[src/ulpi_status_pkg.sv]
package ulpi_status_pkg;

  // ****************************************************************
  // Command byte layout
  // ****************************************************************
  localparam int unsigned CMD_CODE_HI = 7;
  localparam int unsigned CMD_CODE_LO = 6;
  localparam int unsigned CMD_PAY_HI  = 5;
  localparam int unsigned PID_HI      = 3;

  localparam logic [1:0] CODE_IDLE  = 2'h0;
  localparam logic [1:0] CODE_TX    = 2'h1;
  localparam logic [1:0] CODE_WRITE = 2'h2;
  localparam logic [1:0] CODE_READ  = 2'h3;

  localparam logic [5:0] PAY_NOPID    = 6'h00;
  localparam logic [5:0] PAY_EXTENDED = 6'h2f;
  localparam logic [7:0] BUS_IDLE     = 8'h00;

  // ****************************************************************
  // Status byte fields
  // ****************************************************************
  localparam int unsigned ST_LS_LO  = 0;
  localparam int unsigned ST_VB_LO  = 2;
  localparam int unsigned ST_EV_LO  = 4;
  localparam int unsigned ST_ID_BIT = 6;
  localparam int unsigned ST_ALT    = 7;

  localparam logic [1:0] LS_SE0 = 2'h0;
  localparam logic [1:0] LS_01  = 2'h1;
  localparam logic [1:0] LS_10  = 2'h2;

  localparam logic [1:0] VB_BELOW_END = 2'h0;
  localparam logic [1:0] VB_END       = 2'h1;
  localparam logic [1:0] VB_SESS      = 2'h2;
  localparam logic [1:0] VB_A_VALID   = 2'h3;

  localparam logic [1:0] EV_NONE       = 2'h0;
  localparam logic [1:0] EV_ACTIVE     = 2'h1;
  localparam logic [1:0] EV_ERROR      = 2'h3;
  localparam logic [1:0] EV_DISCONNECT = 2'h2;

  localparam logic [1:0] XCVR_HS    = 2'h0;
  localparam logic [1:0] XCVR_LS    = 2'h2;
  localparam logic [1:0] OPMODE_CHIRP = 2'h2;

  // ****************************************************************
  // Reset values
  // ****************************************************************
  localparam logic [7:0] RST_BYTE = 8'h00;
  localparam int unsigned SYNC_STAGES = 2;

  typedef enum logic [2:0] {
    ST_IDLE     = 3'h0,
    ST_ADDR     = 3'h1,
    ST_WDATA    = 3'h3,
    ST_TXDATA   = 3'h2,
    ST_TURN     = 3'h6,
    ST_RXCMD    = 3'h7,
    ST_RDATA    = 3'h5,
    ST_TURNBACK = 3'h4
  } port_state_t;

endpackage

[src/pin_sync.sv]
module pin_sync
  import ulpi_status_pkg::*;
#(
  parameter int unsigned WIDTH = 1
)
(
  input  wire logic             clk_sys_in,
  input  wire logic             rst_in,
  input  wire logic [WIDTH-1:0] async_in,
  output logic      [WIDTH-1:0] sync_out
);

  // ****************************************************************
  // Two stages; the first is read only by the second
  // ****************************************************************
  logic [WIDTH-1:0] meta_q;
  logic [WIDTH-1:0] sync_q;

  always_ff @(posedge clk_sys_in or posedge rst_in)
  begin
    if (rst_in)
    begin
      meta_q <= '0;
      sync_q <= '0;
    end
    else
    begin
      meta_q <= async_in;
      sync_q <= meta_q;
    end
  end

  assign sync_out = sync_q;

endmodule

[src/ulpi_command_status_port.sv]
module ulpi_command_status_port
  import ulpi_status_pkg::*;
(
  input  wire logic       clk_sys_in,
  input  wire logic       rst_in,
  input  wire logic [7:0] ulpi_data_in,
  input  wire logic       ulpi_stp_in,
  output logic      [7:0] ulpi_data_out,
  output logic            ulpi_data_oe_out,
  output logic            ulpi_dir_out,
  output logic            ulpi_nxt_out,
  input  wire logic       dp_in,
  input  wire logic       dm_in,
  input  wire logic       squelch_in,
  input  wire logic       hs_diff_in,
  input  wire logic       id_in,
  input  wire logic       fault_in,
  input  wire logic       sess_end_in,
  input  wire logic       sess_vld_in,
  input  wire logic       a_vbus_vld_in,
  input  wire logic       rx_active_in,
  input  wire logic       rx_error_in,
  input  wire logic       host_disconnect_in,
  input  wire logic       internal_vbus_drive_en_in,
  input  wire logic       external_vbus_drive_en_in,
  input  wire logic       use_external_indicator_in,
  input  wire logic       indicator_passthrough_in,
  input  wire logic       dp_pulldown_in,
  input  wire logic       dm_pulldown_in,
  input  wire logic [1:0] xcvr_select_in,
  input  wire logic       term_select_in,
  input  wire logic [1:0] op_mode_in,
  input  wire logic       bvalid_rise_en_in,
  input  wire logic       bvalid_fall_en_in,
  input  wire logic       low_power_in,
  input  wire logic [7:0] reg_rdata_in,
  output logic      [7:0] reg_addr_out,
  output logic      [7:0] reg_wdata_out,
  output logic            reg_write_out,
  output logic            reg_read_out,
  output logic      [3:0] tx_pid_out,
  output logic            tx_start_out,
  output logic            tx_nopid_out,
  output logic      [7:0] tx_data_out,
  output logic            tx_data_valid_out,
  output logic            charge_pump_en_out,
  output logic            power_switch_out_n_out,
  output logic            power_switch_oe_out
);

  // ****************************************************************
  // Pin synchronisers
  // ****************************************************************
  logic [8:0]  bus_s;
  logic [11:0] line_s;
  logic [7:0]  data_s;
  logic        stp_s;
  logic        dp_s, dm_s, squelch_s, hs_diff_s, id_s, fault_s;
  logic        sess_end_s, sess_vld_s, a_vld_s, rx_act_s, rx_err_s, disc_s;

  pin_sync #(.WIDTH(9)) u_bus_sync (
    .clk_sys_in (clk_sys_in),
    .rst_in     (rst_in),
    .async_in   ({ulpi_stp_in, ulpi_data_in}),
    .sync_out   (bus_s)
  );

  pin_sync #(.WIDTH(12)) u_line_sync (
    .clk_sys_in (clk_sys_in),
    .rst_in     (rst_in),
    .async_in   ({dp_in, dm_in, squelch_in, hs_diff_in, id_in, fault_in, sess_end_in,
                  sess_vld_in, a_vbus_vld_in, rx_active_in, rx_error_in, host_disconnect_in}),
    .sync_out   (line_s)
  );

  assign {stp_s, data_s} = bus_s;
  assign {dp_s, dm_s, squelch_s, hs_diff_s, id_s, fault_s, sess_end_s,
          sess_vld_s, a_vld_s, rx_act_s, rx_err_s, disc_s} = line_s;

  // ****************************************************************
  // Status byte assembly
  // ****************************************************************
  logic       host_mode;
  logic       chirp_mode;
  logic       monitored;
  logic       a_valid;
  logic [1:0] line_state;
  logic [1:0] vbus_state;
  logic [1:0] rx_event;
  logic [6:0] status_cur;

  assign host_mode = dp_pulldown_in & dm_pulldown_in;
  assign monitored = use_external_indicator_in & indicator_passthrough_in;

  always_comb
  begin
    chirp_mode = 1'b0;
    if (xcvr_select_in == XCVR_HS)
    begin
      chirp_mode = host_mode ? (op_mode_in == OPMODE_CHIRP) : term_select_in;
    end
  end

  always_comb
  begin
    if (xcvr_select_in == XCVR_HS)
    begin
      if (squelch_s)
      begin
        line_state = LS_SE0;
      end
      else if (chirp_mode)
      begin
        line_state = hs_diff_s ? LS_01 : LS_10;
      end
      else
      begin
        line_state = LS_01;
      end
    end
    else if (host_mode && xcvr_select_in == XCVR_LS)
    begin
      // Low speed flips J and K on the wires, so the code keeps DM, DP order
      line_state = {dm_s, dp_s};
    end
    else
    begin
      line_state = {dm_s, dp_s};
    end
  end

  // With the external indicator but no passthrough, the fault qualifies the internal comparator
  always_comb
  begin
    if (monitored)
    begin
      a_valid = fault_s;
    end
    else if (use_external_indicator_in)
    begin
      a_valid = fault_s & a_vld_s;
    end
    else
    begin
      a_valid = a_vld_s;
    end
  end

  always_comb
  begin
    if (a_valid)
    begin
      vbus_state = VB_A_VALID;
    end
    else if (sess_vld_s)
    begin
      vbus_state = VB_SESS;
    end
    else if (sess_end_s)
    begin
      vbus_state = VB_BELOW_END;
    end
    else
    begin
      vbus_state = VB_END;
    end
  end

  always_comb
  begin
    if (host_mode && disc_s)
    begin
      rx_event = EV_DISCONNECT;
    end
    else if (rx_act_s)
    begin
      rx_event = rx_err_s ? EV_ERROR : EV_ACTIVE;
    end
    else
    begin
      rx_event = EV_NONE;
    end
  end

  assign status_cur = {id_s, rx_event, vbus_state, line_state};

  // ****************************************************************
  // State
  // ****************************************************************
  typedef struct packed {
    port_state_t st;
    logic        is_read;
    logic        nopid;
    logic [7:0]  addr;
    logic        dir;
    logic [1:0]  dir_hist;
    logic        nxt;
    logic        oe;
    logic [7:0]  dout;
    logic [6:0]  last_sent;
    logic        alt_pend;
    logic        bvld_prev;
    logic        reg_write;
    logic        reg_read;
    logic [7:0]  wdata;
    logic [3:0]  pid;
    logic        tx_start;
    logic [7:0]  tx_byte;
    logic        tx_valid;
    logic        cp_en;
    logic        psw_oe;
  } port_reg_t;

  port_reg_t s_q;
  port_reg_t s_d;

  logic       alt_edge;
  logic       status_pend;
  logic       cmd_seen;
  logic [1:0] cmd_code;
  logic [5:0] cmd_pay;

  assign alt_edge = (bvalid_rise_en_in & sess_vld_s & ~s_q.bvld_prev) |
                    (bvalid_fall_en_in & ~sess_vld_s & s_q.bvld_prev);
  // Held off in low power; a status change that reverts before exit never shows, but a latched bvalid edge does
  assign status_pend = ~low_power_in & ((status_cur != s_q.last_sent) | s_q.alt_pend);
  // The bus view is two stages late, so bytes from our own drive window are skipped
  assign cmd_seen    = (data_s != BUS_IDLE) && !s_q.dir_hist[1];
  assign cmd_code    = data_s[CMD_CODE_HI:CMD_CODE_LO];
  assign cmd_pay     = data_s[CMD_PAY_HI:0];

  // ****************************************************************
  // Next state
  // ****************************************************************
  always_comb
  begin
    s_d           = s_q;
    s_d.nxt       = 1'b0;
    s_d.reg_write = 1'b0;
    s_d.reg_read  = 1'b0;
    s_d.tx_start  = 1'b0;
    s_d.tx_valid  = 1'b0;
    s_d.bvld_prev = sess_vld_s;
    s_d.dir_hist  = {s_q.dir_hist[0], s_q.dir};
    s_d.cp_en     = internal_vbus_drive_en_in & ~external_vbus_drive_en_in;
    s_d.psw_oe    = external_vbus_drive_en_in;
    if (alt_edge)
    begin
      s_d.alt_pend = 1'b1;
    end
    case (s_q.st)
      ST_IDLE:
      begin
        s_d.dir = 1'b0;
        s_d.oe  = 1'b0;
        // Status wins over a new command so that the link sees it first
        if (status_pend)
        begin
          s_d.st      = ST_TURN;
          s_d.dir     = 1'b1;
          s_d.is_read = 1'b0;
        end
        else if (cmd_seen)
        begin
          s_d.nxt = 1'b1;
          case (cmd_code)
            CODE_TX:
            begin
              s_d.st    = ST_TXDATA;
              s_d.nopid = (cmd_pay == PAY_NOPID);
              s_d.pid   = data_s[PID_HI:0];
              s_d.tx_start = (cmd_pay != PAY_NOPID);
            end
            CODE_WRITE:
            begin
              s_d.addr = {2'h0, cmd_pay};
              s_d.st   = (cmd_pay == PAY_EXTENDED) ? ST_ADDR : ST_WDATA;
              s_d.is_read = 1'b0;
            end
            CODE_READ:
            begin
              s_d.addr    = {2'h0, cmd_pay};
              s_d.is_read = 1'b1;
              if (cmd_pay == PAY_EXTENDED)
              begin
                s_d.st = ST_ADDR;
              end
              else
              begin
                s_d.st       = ST_TURN;
                s_d.dir      = 1'b1;
                s_d.nxt      = 1'b0;
                s_d.reg_read = 1'b1;
              end
            end
            default:
            begin
              s_d.nxt = 1'b0;
            end
          endcase
        end
      end
      ST_ADDR:
      begin
        if (status_pend)
        begin
          s_d.st      = ST_TURN;
          s_d.dir     = 1'b1;
          s_d.is_read = 1'b0;
        end
        else
        begin
          s_d.addr = data_s;
          if (s_q.is_read)
          begin
            s_d.st       = ST_TURN;
            s_d.dir      = 1'b1;
            s_d.reg_read = 1'b1;
          end
          else
          begin
            s_d.st  = ST_WDATA;
            s_d.nxt = 1'b1;
          end
        end
      end
      ST_WDATA:
      begin
        if (status_pend)
        begin
          s_d.st  = ST_TURN;
          s_d.dir = 1'b1;
        end
        else
        begin
          s_d.wdata     = data_s;
          s_d.reg_write = 1'b1;
          s_d.st        = ST_IDLE;
        end
      end
      ST_TXDATA:
      begin
        if (stp_s)
        begin
          s_d.st = ST_IDLE;
        end
        else
        begin
          s_d.nxt      = 1'b1;
          s_d.tx_byte  = data_s;
          s_d.tx_valid = 1'b1;
          // No-PID transmit begins with the first data byte taken
          s_d.tx_start = s_q.nopid;
          s_d.nopid    = 1'b0;
        end
      end
      ST_TURN:
      begin
        s_d.oe = 1'b1;
        if (s_q.is_read)
        begin
          s_d.st   = ST_RDATA;
          s_d.dout = reg_rdata_in;
        end
        else
        begin
          s_d.st        = ST_RXCMD;
          s_d.dout      = {s_q.alt_pend, status_cur};
          s_d.last_sent = status_cur;
          s_d.alt_pend  = alt_edge; // Set wins over clear
        end
      end
      ST_RXCMD, ST_RDATA:
      begin
        // More status queued goes out back to back
        if (status_pend && s_q.st == ST_RXCMD)
        begin
          s_d.dout      = {s_q.alt_pend, status_cur};
          s_d.last_sent = status_cur;
          s_d.alt_pend  = alt_edge;
        end
        else
        begin
          s_d.st  = ST_TURNBACK;
          s_d.dir = 1'b0;
          s_d.oe  = 1'b0;
        end
      end
      ST_TURNBACK:
      begin
        s_d.st      = ST_IDLE;
        s_d.is_read = 1'b0;
      end
      default:
      begin
        s_d.st = ST_IDLE;
      end
    endcase
  end

  always_ff @(posedge clk_sys_in or posedge rst_in)
  begin
    if (rst_in)
    begin
      s_q <= '{st: ST_IDLE, addr: RST_BYTE, dout: RST_BYTE, wdata: RST_BYTE,
               tx_byte: RST_BYTE, last_sent: 7'h00, pid: 4'h0, dir_hist: 2'h0,
               default: 1'b0};
    end
    else
    begin
      s_q <= s_d;
    end
  end

  // ****************************************************************
  // Outputs
  // ****************************************************************
  assign ulpi_data_out          = s_q.dout;
  assign ulpi_data_oe_out       = s_q.oe;
  assign ulpi_dir_out           = s_q.dir;
  assign ulpi_nxt_out           = s_q.nxt;
  assign reg_addr_out           = s_q.addr;
  assign reg_wdata_out          = s_q.wdata;
  assign reg_write_out          = s_q.reg_write;
  assign reg_read_out           = s_q.reg_read;
  assign tx_pid_out             = s_q.pid;
  assign tx_start_out           = s_q.tx_start;
  assign tx_nopid_out           = s_q.nopid;
  assign tx_data_out            = s_q.tx_byte;
  assign tx_data_valid_out      = s_q.tx_valid;
  assign charge_pump_en_out     = s_q.cp_en;
  assign power_switch_out_n_out = 1'b0;
  assign power_switch_oe_out    = s_q.psw_oe;
endmodule

[config.mk]
export PLATFORM = sky130hd
export DESIGN_NAME = ulpi_command_status_port
export DESIGN_NICKNAME = d
export VERILOG_FILES = /design/src/ulpi_status_pkg.sv /design/src/pin_sync.sv /design/src/ulpi_command_status_port.sv
export SDC_FILE = /design/constraint.sdc
export NUM_CORES = 1
export LEC_CHECK = 0
export ABC_CLOCK_PERIOD_IN_PS = 4100
export BUFFER_PORTS_ARGS = -buffer_cell sky130_fd_sc_hd__buf_2
export CORE_ASPECT_RATIO = 0.75
export CORE_MARGIN = 4
export CORE_UTILIZATION = 59
export DETAILED_ROUTE_END_ITERATION = 10
export PLACE_DENSITY = 0.91
export SYNTH_ARGS = -nofsm -noshare
export SYNTH_HDL_FRONTEND = slang
export SYNTH_HIERARCHICAL = 1
export SYNTH_SLANG_ARGS = --single-unit
[constraint.sdc]
create_clock -name clk_sys_in -period 4.1 [get_ports clk_sys_in]
set_input_delay 0.82 -clock clk_sys_in [delete_from_list [all_inputs] [get_ports clk_sys_in]]
set_output_delay 0.82 -clock clk_sys_in [all_outputs]
set_load 0.01 [all_outputs]
* Word-level counts from Yosys, hierarchy flattened
Index checks and enable logic that the tools add are counted.
** Cells by class
- Equality and inequality tests :: 29
- Muxes and demuxes :: 71
- Bitwise gates (word level) :: 17
- Reduce and logical (&&, ||, !) cells :: 29
** Operators with widths (number)
- 1-bit 2-to-1 mux :: 32
- 8-bit 2-to-1 mux :: 4
- 16-bit case mux with 2 select lines :: 1
- 2-bit 2-to-1 mux :: 11
- 3-bit case mux with 7 select lines :: 1
- 2-bit inequality test (second input constant) :: 10
- 3-bit 2-to-1 mux :: 6
- 16-bit 2-to-1 mux :: 1
- 8-bit case mux with 2 select lines :: 1
- 4-bit AND reduction :: 4
- 14-bit 2-to-1 mux :: 1
- 3-bit == test (second input constant) :: 4
- 10-bit 2-to-1 mux :: 1
- 1-bit case mux with 2 select lines :: 5
- 5-bit AND reduction :: 2
- 1-bit AND :: 9
- 9-bit 2-to-1 mux :: 1
- 1-bit case mux with 3 select lines :: 3
- 3-bit case mux with 3 select lines :: 1
- 2-bit AND reduction :: 4
- 8-bit nonzero test :: 1
- 7-bit inequality test :: 1
- 2-bit == test (second input constant) :: 3
- 3-bit by 2-bit == test with 1-bit output (second input constant) :: 2
- 22 further kinds :: 37
** Word-level totals
- Bits in registers :: 103
- Logic and storage cells :: 171

* Depth between registers and ports, before layout
- Word-level depth :: 12
- Depth in mapped cells :: 8
- Depth with buffers taken out :: 8

* Modules after synthesis
The synthesis kept the hierarchy.
** By module, submodules not included
- ulpi_command_status_port :: instances 1, cells an instance 325, area each 3387.0 sq um, seq. area each 1526.5 sq um
- pin_sync (u_line_sync) :: instances 1, cells an instance 25, area each 604.3 sq um, seq. area each 600.6 sq um
- pin_sync (u_bus_sync) :: instances 1, cells an instance 19, area each 454.2 sq um, seq. area each 450.4 sq um

* Worst setup path after synthesis
Ideal clock, no wire load.
- Kind :: input -> register
- Start :: input op_mode_in[0]
- End :: register s_q (netlist bit tx_pid_out[0])
- Library setup time :: 0.125 ns
- Arrival :: 2.499 ns
- Slack :: 1.476 ns
- Stages :: 7
- Cells stage by stage :: and4b_1 -> a21oi_4 -> o41ai_4 -> xnor2_1 -> a21oi_4 -> nor3_4 -> mux2_2
** Between the ends
- Word-level cells in the longest chain between the ends :: 11
** Ends and longest elaborated chain
- start, declared :: RTL line ulpi_command_status_port.sv:32 : input wire logic [1:0] op_mode_in,
- 2-bit == test :: RTL line ulpi_command_status_port.sv:100 : chirp_mode = host_mode ? (op_mode_in == OPMODE_CHIRP) : term_select_in;
- 1-bit 2-to-1 mux :: RTL line ulpi_command_status_port.sv:100
- 1-bit 2-to-1 mux :: RTL line ulpi_command_status_port.sv:98 : if (xcvr_select_in == XCVR_HS)
- 2-bit 2-to-1 mux :: RTL line ulpi_command_status_port.sv:112 : else if (chirp_mode)
- 2-bit 2-to-1 mux :: RTL line ulpi_command_status_port.sv:108 : if (squelch_s)
- 2-bit 2-to-1 mux :: RTL line ulpi_command_status_port.sv:106 : if (xcvr_select_in == XCVR_HS)
- 7-bit inequality test :: RTL line ulpi_command_status_port.sv:226 : assign status_pend = ~low_power_in & ((status_cur != s_q.last_sent) | s_q.alt_pend);
- 1-bit bitwise OR :: RTL line ulpi_command_status_port.sv:226
- 1-bit AND :: RTL line ulpi_command_status_port.sv:226
- 1-bit NOT (no source line)
- 4-bit AND reduction (no source line)
- end signal, assigned :: RTL line ulpi_command_status_port.sv:405 : s_q <= '{st: ST_IDLE, addr: RST_BYTE, dout: RST_BYTE, wdata: RST_BYTE,
- end, declared :: RTL line ulpi_command_status_port.sv:214 : port_reg_t s_q;
No other way between the ends.
A chain may end at the register's enable or synchronous reset.

* Worst setup path in the final report
- Start :: input xcvr_select_in[1]
- End :: register s_q (netlist bit reg_wdata_out[6])
** Between the ends
- Word-level cells in the longest chain between the ends :: 10
** Ends and longest elaborated chain
- start, declared :: RTL line ulpi_command_status_port.sv:30 : input wire logic [1:0] xcvr_select_in,
- 2-bit zero test * :: RTL line ulpi_command_status_port.sv:98, ulpi_command_status_port.sv:106
- 1-bit 2-to-1 mux :: RTL line ulpi_command_status_port.sv:98
- 2-bit 2-to-1 mux :: RTL line ulpi_command_status_port.sv:112
- 2-bit 2-to-1 mux :: RTL line ulpi_command_status_port.sv:108
- 2-bit 2-to-1 mux * :: RTL line ulpi_command_status_port.sv:106
- 7-bit inequality test * :: RTL line ulpi_command_status_port.sv:226
- 1-bit bitwise OR * :: RTL line ulpi_command_status_port.sv:226
- 1-bit AND * :: RTL line ulpi_command_status_port.sv:226
- 1-bit NOT (no source line) *
- 2-bit AND reduction (no source line) *
Every way passes the cells marked *; elsewhere a longest branch is shown, timed or not.

==> out/metrics.csv <==
metric,value,unit
Pre-Repair DR Iteration Count,4,
post-route setup slack,1362,ps
buffers and inverters on the worst path,1,
Num Clock Sinks,103,
CTS tree,built,
register bit count reported by yosys,103,
CP Cell Sequence,buf_2 -> nor3_1 -> o21ai_0 -> a211oi_2 -> o2111a_2 -> a21o_1 -> nand3_4 -> mux2_4,
first-pass GRT wire length,14230,µm
# rows,27,
crit path max fanout,9,
syn nets,419,
CP arrival,2990,ps
largest net degree at the start of global routing,35,
worst slew pin tran,827.9,ps
area delta synth->final,11.03,%
Worst path max stage delay,410,ps
Post-Syn Area,4446,µm²
Min-Delay Endpoint,u_line_sync/sync_out[1],
RSZ-0062 raised after global routing,false,
overall routing resource usage,20.39,%
core area,7331,µm²
Max Clk Rate,365.2,MHz
cell taking the most area after synthesis,dfrtp_1,
Initial Util,60.64,%
Top-Level Pins,92,
Worst Hold Depth,0,
# port buffers,90,
die height,83.18,µm
Final ANT Viol Nets,0,
RePlAce Congestion,0.9478,
Vias,2806,
Fin. Hold Viols,0,
initial antenna violation count,0,
reg2reg start,u_line_sync/sync_out[9],
1st-iter DRT viols,154,
CP max-delay cell,a21o_1,
Setup crit start kind,input port,
Synth area leaders,"dfrtp_1 (58%), buf_4 (6.2%), mux2_2 (4.3%)",
Final Critical Period,2738,ps
Ys Warns,6,
Post-synth EDFFs,0,
latest clock arrival within the worst-skew pair,360,ps
post-CTS setup buffer count,0,
"Core Util, Final",67.33,%
hold_buf cts,0,
CTS Buffer Depth,2,
status,completed,
Post-Route WL,8685,µm
Max-slew headroom,44.75,%
antenna fix cells,0,
dpl ws,1035,ps
syn_area_per_cell,12.05,µm²
Hold Crit Class,reg -> reg,
sequential area share after synthesis,57.98,%
Leak,2.447,nW
critical path data required time,4360,ps
number of max-cap violations,0,
number of global-route vias before repair,2933,
R2R Setup Slk,1510,ps
H-tree levels,3,
Reg2Reg Depth,7,
Remaining DRCs,0,
Cells after Synth,369,
share of cells above drive strength 1,33.49,%
Die X,108.2,µm
clock-pin slew on the worst setup and hold paths,100,ps
predominant post-synthesis flop cell,dfrtp_1,
GR Overflow Total,0,
critical path class,in -> reg,
drt wl/cell,16.26,µm
Post-CTS Resized,0,
setup violators final,0,
hold path start,u_line_sync/meta_q[1],
fin nets,478,
crit end category,register,
Worst R2R End,reg_wdata_out[6],
Setup Skew,10.20,ps
mean number of vias per cell,5.255,
full die area,9002,µm²
CTS buffer count,9,
Synth top area share,57.98,%
"CP delay by family, top",compound AO/OA/AOI/OAI gates,
final setup TNS,0,ps
Synth async-reset ratio,100.0,%
Worst IR Drop VDD,0.3313,mV
max-slew violations,0,
PD cells,653.9,nW/µm²
Unique masters post-synth,56,
final worst path period share,66.78,%
Post-DP HPWL,6474,µm
CTS root buf,clkbuf_8,
==> layout make-up <==
class / instances / area [µm²]
well taps: 101 / 126.4
fillers: 542 / 2395
repair buffers: 92 / 465.4
inverters: 33 / 123.9
clock inverters: 7 / 88.84
multi-input cells: 189 / 1430
clock buffers: 9 / 123.9
flip-flops and latches: 103 / 2577
==> stage by stage <==
stage	total power [mW]	cells	hold slack, ps	area (µm²)
2_1_floorplan	2.434	369	331.2	4446
3_3_place_gp	2.535	518	332.7	4723
3_5_place_dp	2.585	518	334.7	4723
4_1_cts	3.243	534	356.4	4936
5_1_grt	3.424	534	366.6	4936
6_report	3.228	534	355.0	4936
==> per-layer routing <==
layer	routed length, µm	track usage, %	part of all wire (%)	vias to the layer above
met1	3899	28.14	45	1355
met4	150	7.569	1.7	0
met3	559	5.284	6.4	16
met5	0	0	0	-
met2	4075	31.38	47	98
li1	-	-	-	1337
==> cells by family after synthesis <==
| logic type | after synthesis | share of synthesized area (%) |
|---|---|---|
| fa+ha+maj | 6 | 1.632 |
| xor+xnor | 4 | 0.7882 |
| other cells | 1 | 0.08435 |
| buf+inv | 77 | 9.991 |
| flops | 103 | 57.98 |
| simple gates | 76 | 8.472 |
| compound gates | 66 | 11.99 |
| mux | 36 | 9.063 |
==> state kept, by name, indices dropped and copies added, names as in the netlist, 4 cells and up <==
name                  count
s_q                      14
u_line_sync/meta_q       12
u_line_sync/sync_out     12
u_bus_sync/meta_q         9
u_bus_sync/sync_out       9
reg_addr_out              8
reg_wdata_out             8
tx_data_out               8
ulpi_data_out             8
tx_pid_out                4
==> how the worst max path moves through the flow <==
| stage | start | end | slack, ps | depth (start not counted) |
|---|---|---|---|---|
| floorplan | op_mode_in[0] | tx_pid_out[0] | 1480 | 7 |
| global placement | xcvr_select_in[1] | s_q[29] | 1160 | 7 |
| detailed placement | xcvr_select_in[1] | reg_wdata_out[6] | 1030 | 8 |
| CTS | xcvr_select_in[1] | reg_wdata_out[6] | 1400 | 8 |
| global route | xcvr_select_in[1] | reg_wdata_out[6] | 1220 | 8 |
| finish | xcvr_select_in[1] | reg_wdata_out[6] | 1360 | 8 |
==> cell usage in the layout (no fill, tap or decap), types with 3 or more instances in the layout <==
cell,netlist,routed
mux2_2,17,17
o21a_1,3,3
a21oi_4,3,3
nor2_1,20,20
o22ai_1,3,3
mux2i_1,14,14
a21o_1,3,3
inv_6,0,3
buf_2,1,90
clkbuf_8,0,9
o21ai_0,6,6
mux2_4,4,4
dfrtp_1,103,103
nand4_1,3,3
nand2_1,33,33
nand3_1,3,3
inv_1,33,32
a31oi_1,3,3
a22o_1,3,3
a21oi_1,15,15
ha_1,5,5
o221ai_1,8,8
==> power by group <==
part	switching [mW]	leakage (nW)	total (mW)	internal [mW]
registers	0.213	1.24	1.50	1.29
logic	0.585	1.09	1.07	0.489
clock network	0.356	0.109	0.653	0.297
total	1.16	2.45	3.23	2.07
==> cell usage after synthesis (3+ instances only) <==
master    number
inv_1         33
ha_1           5
dfrtp_1      103
nand4_1        3
a21oi_4        3
o21a_1         3
a21oi_1       15
nand3_1        3
mux2_2        17
a22o_1         3
mux2_4         4
a31oi_1        3
nand2_1       33
buf_4         37
o21ai_0        6
o22ai_1        3
clkbuf_1       4
mux2i_1       14
o221ai_1       8
a21o_1         3
nor2_1        20
Note: power is estimated with default switching activity, not from simulation.
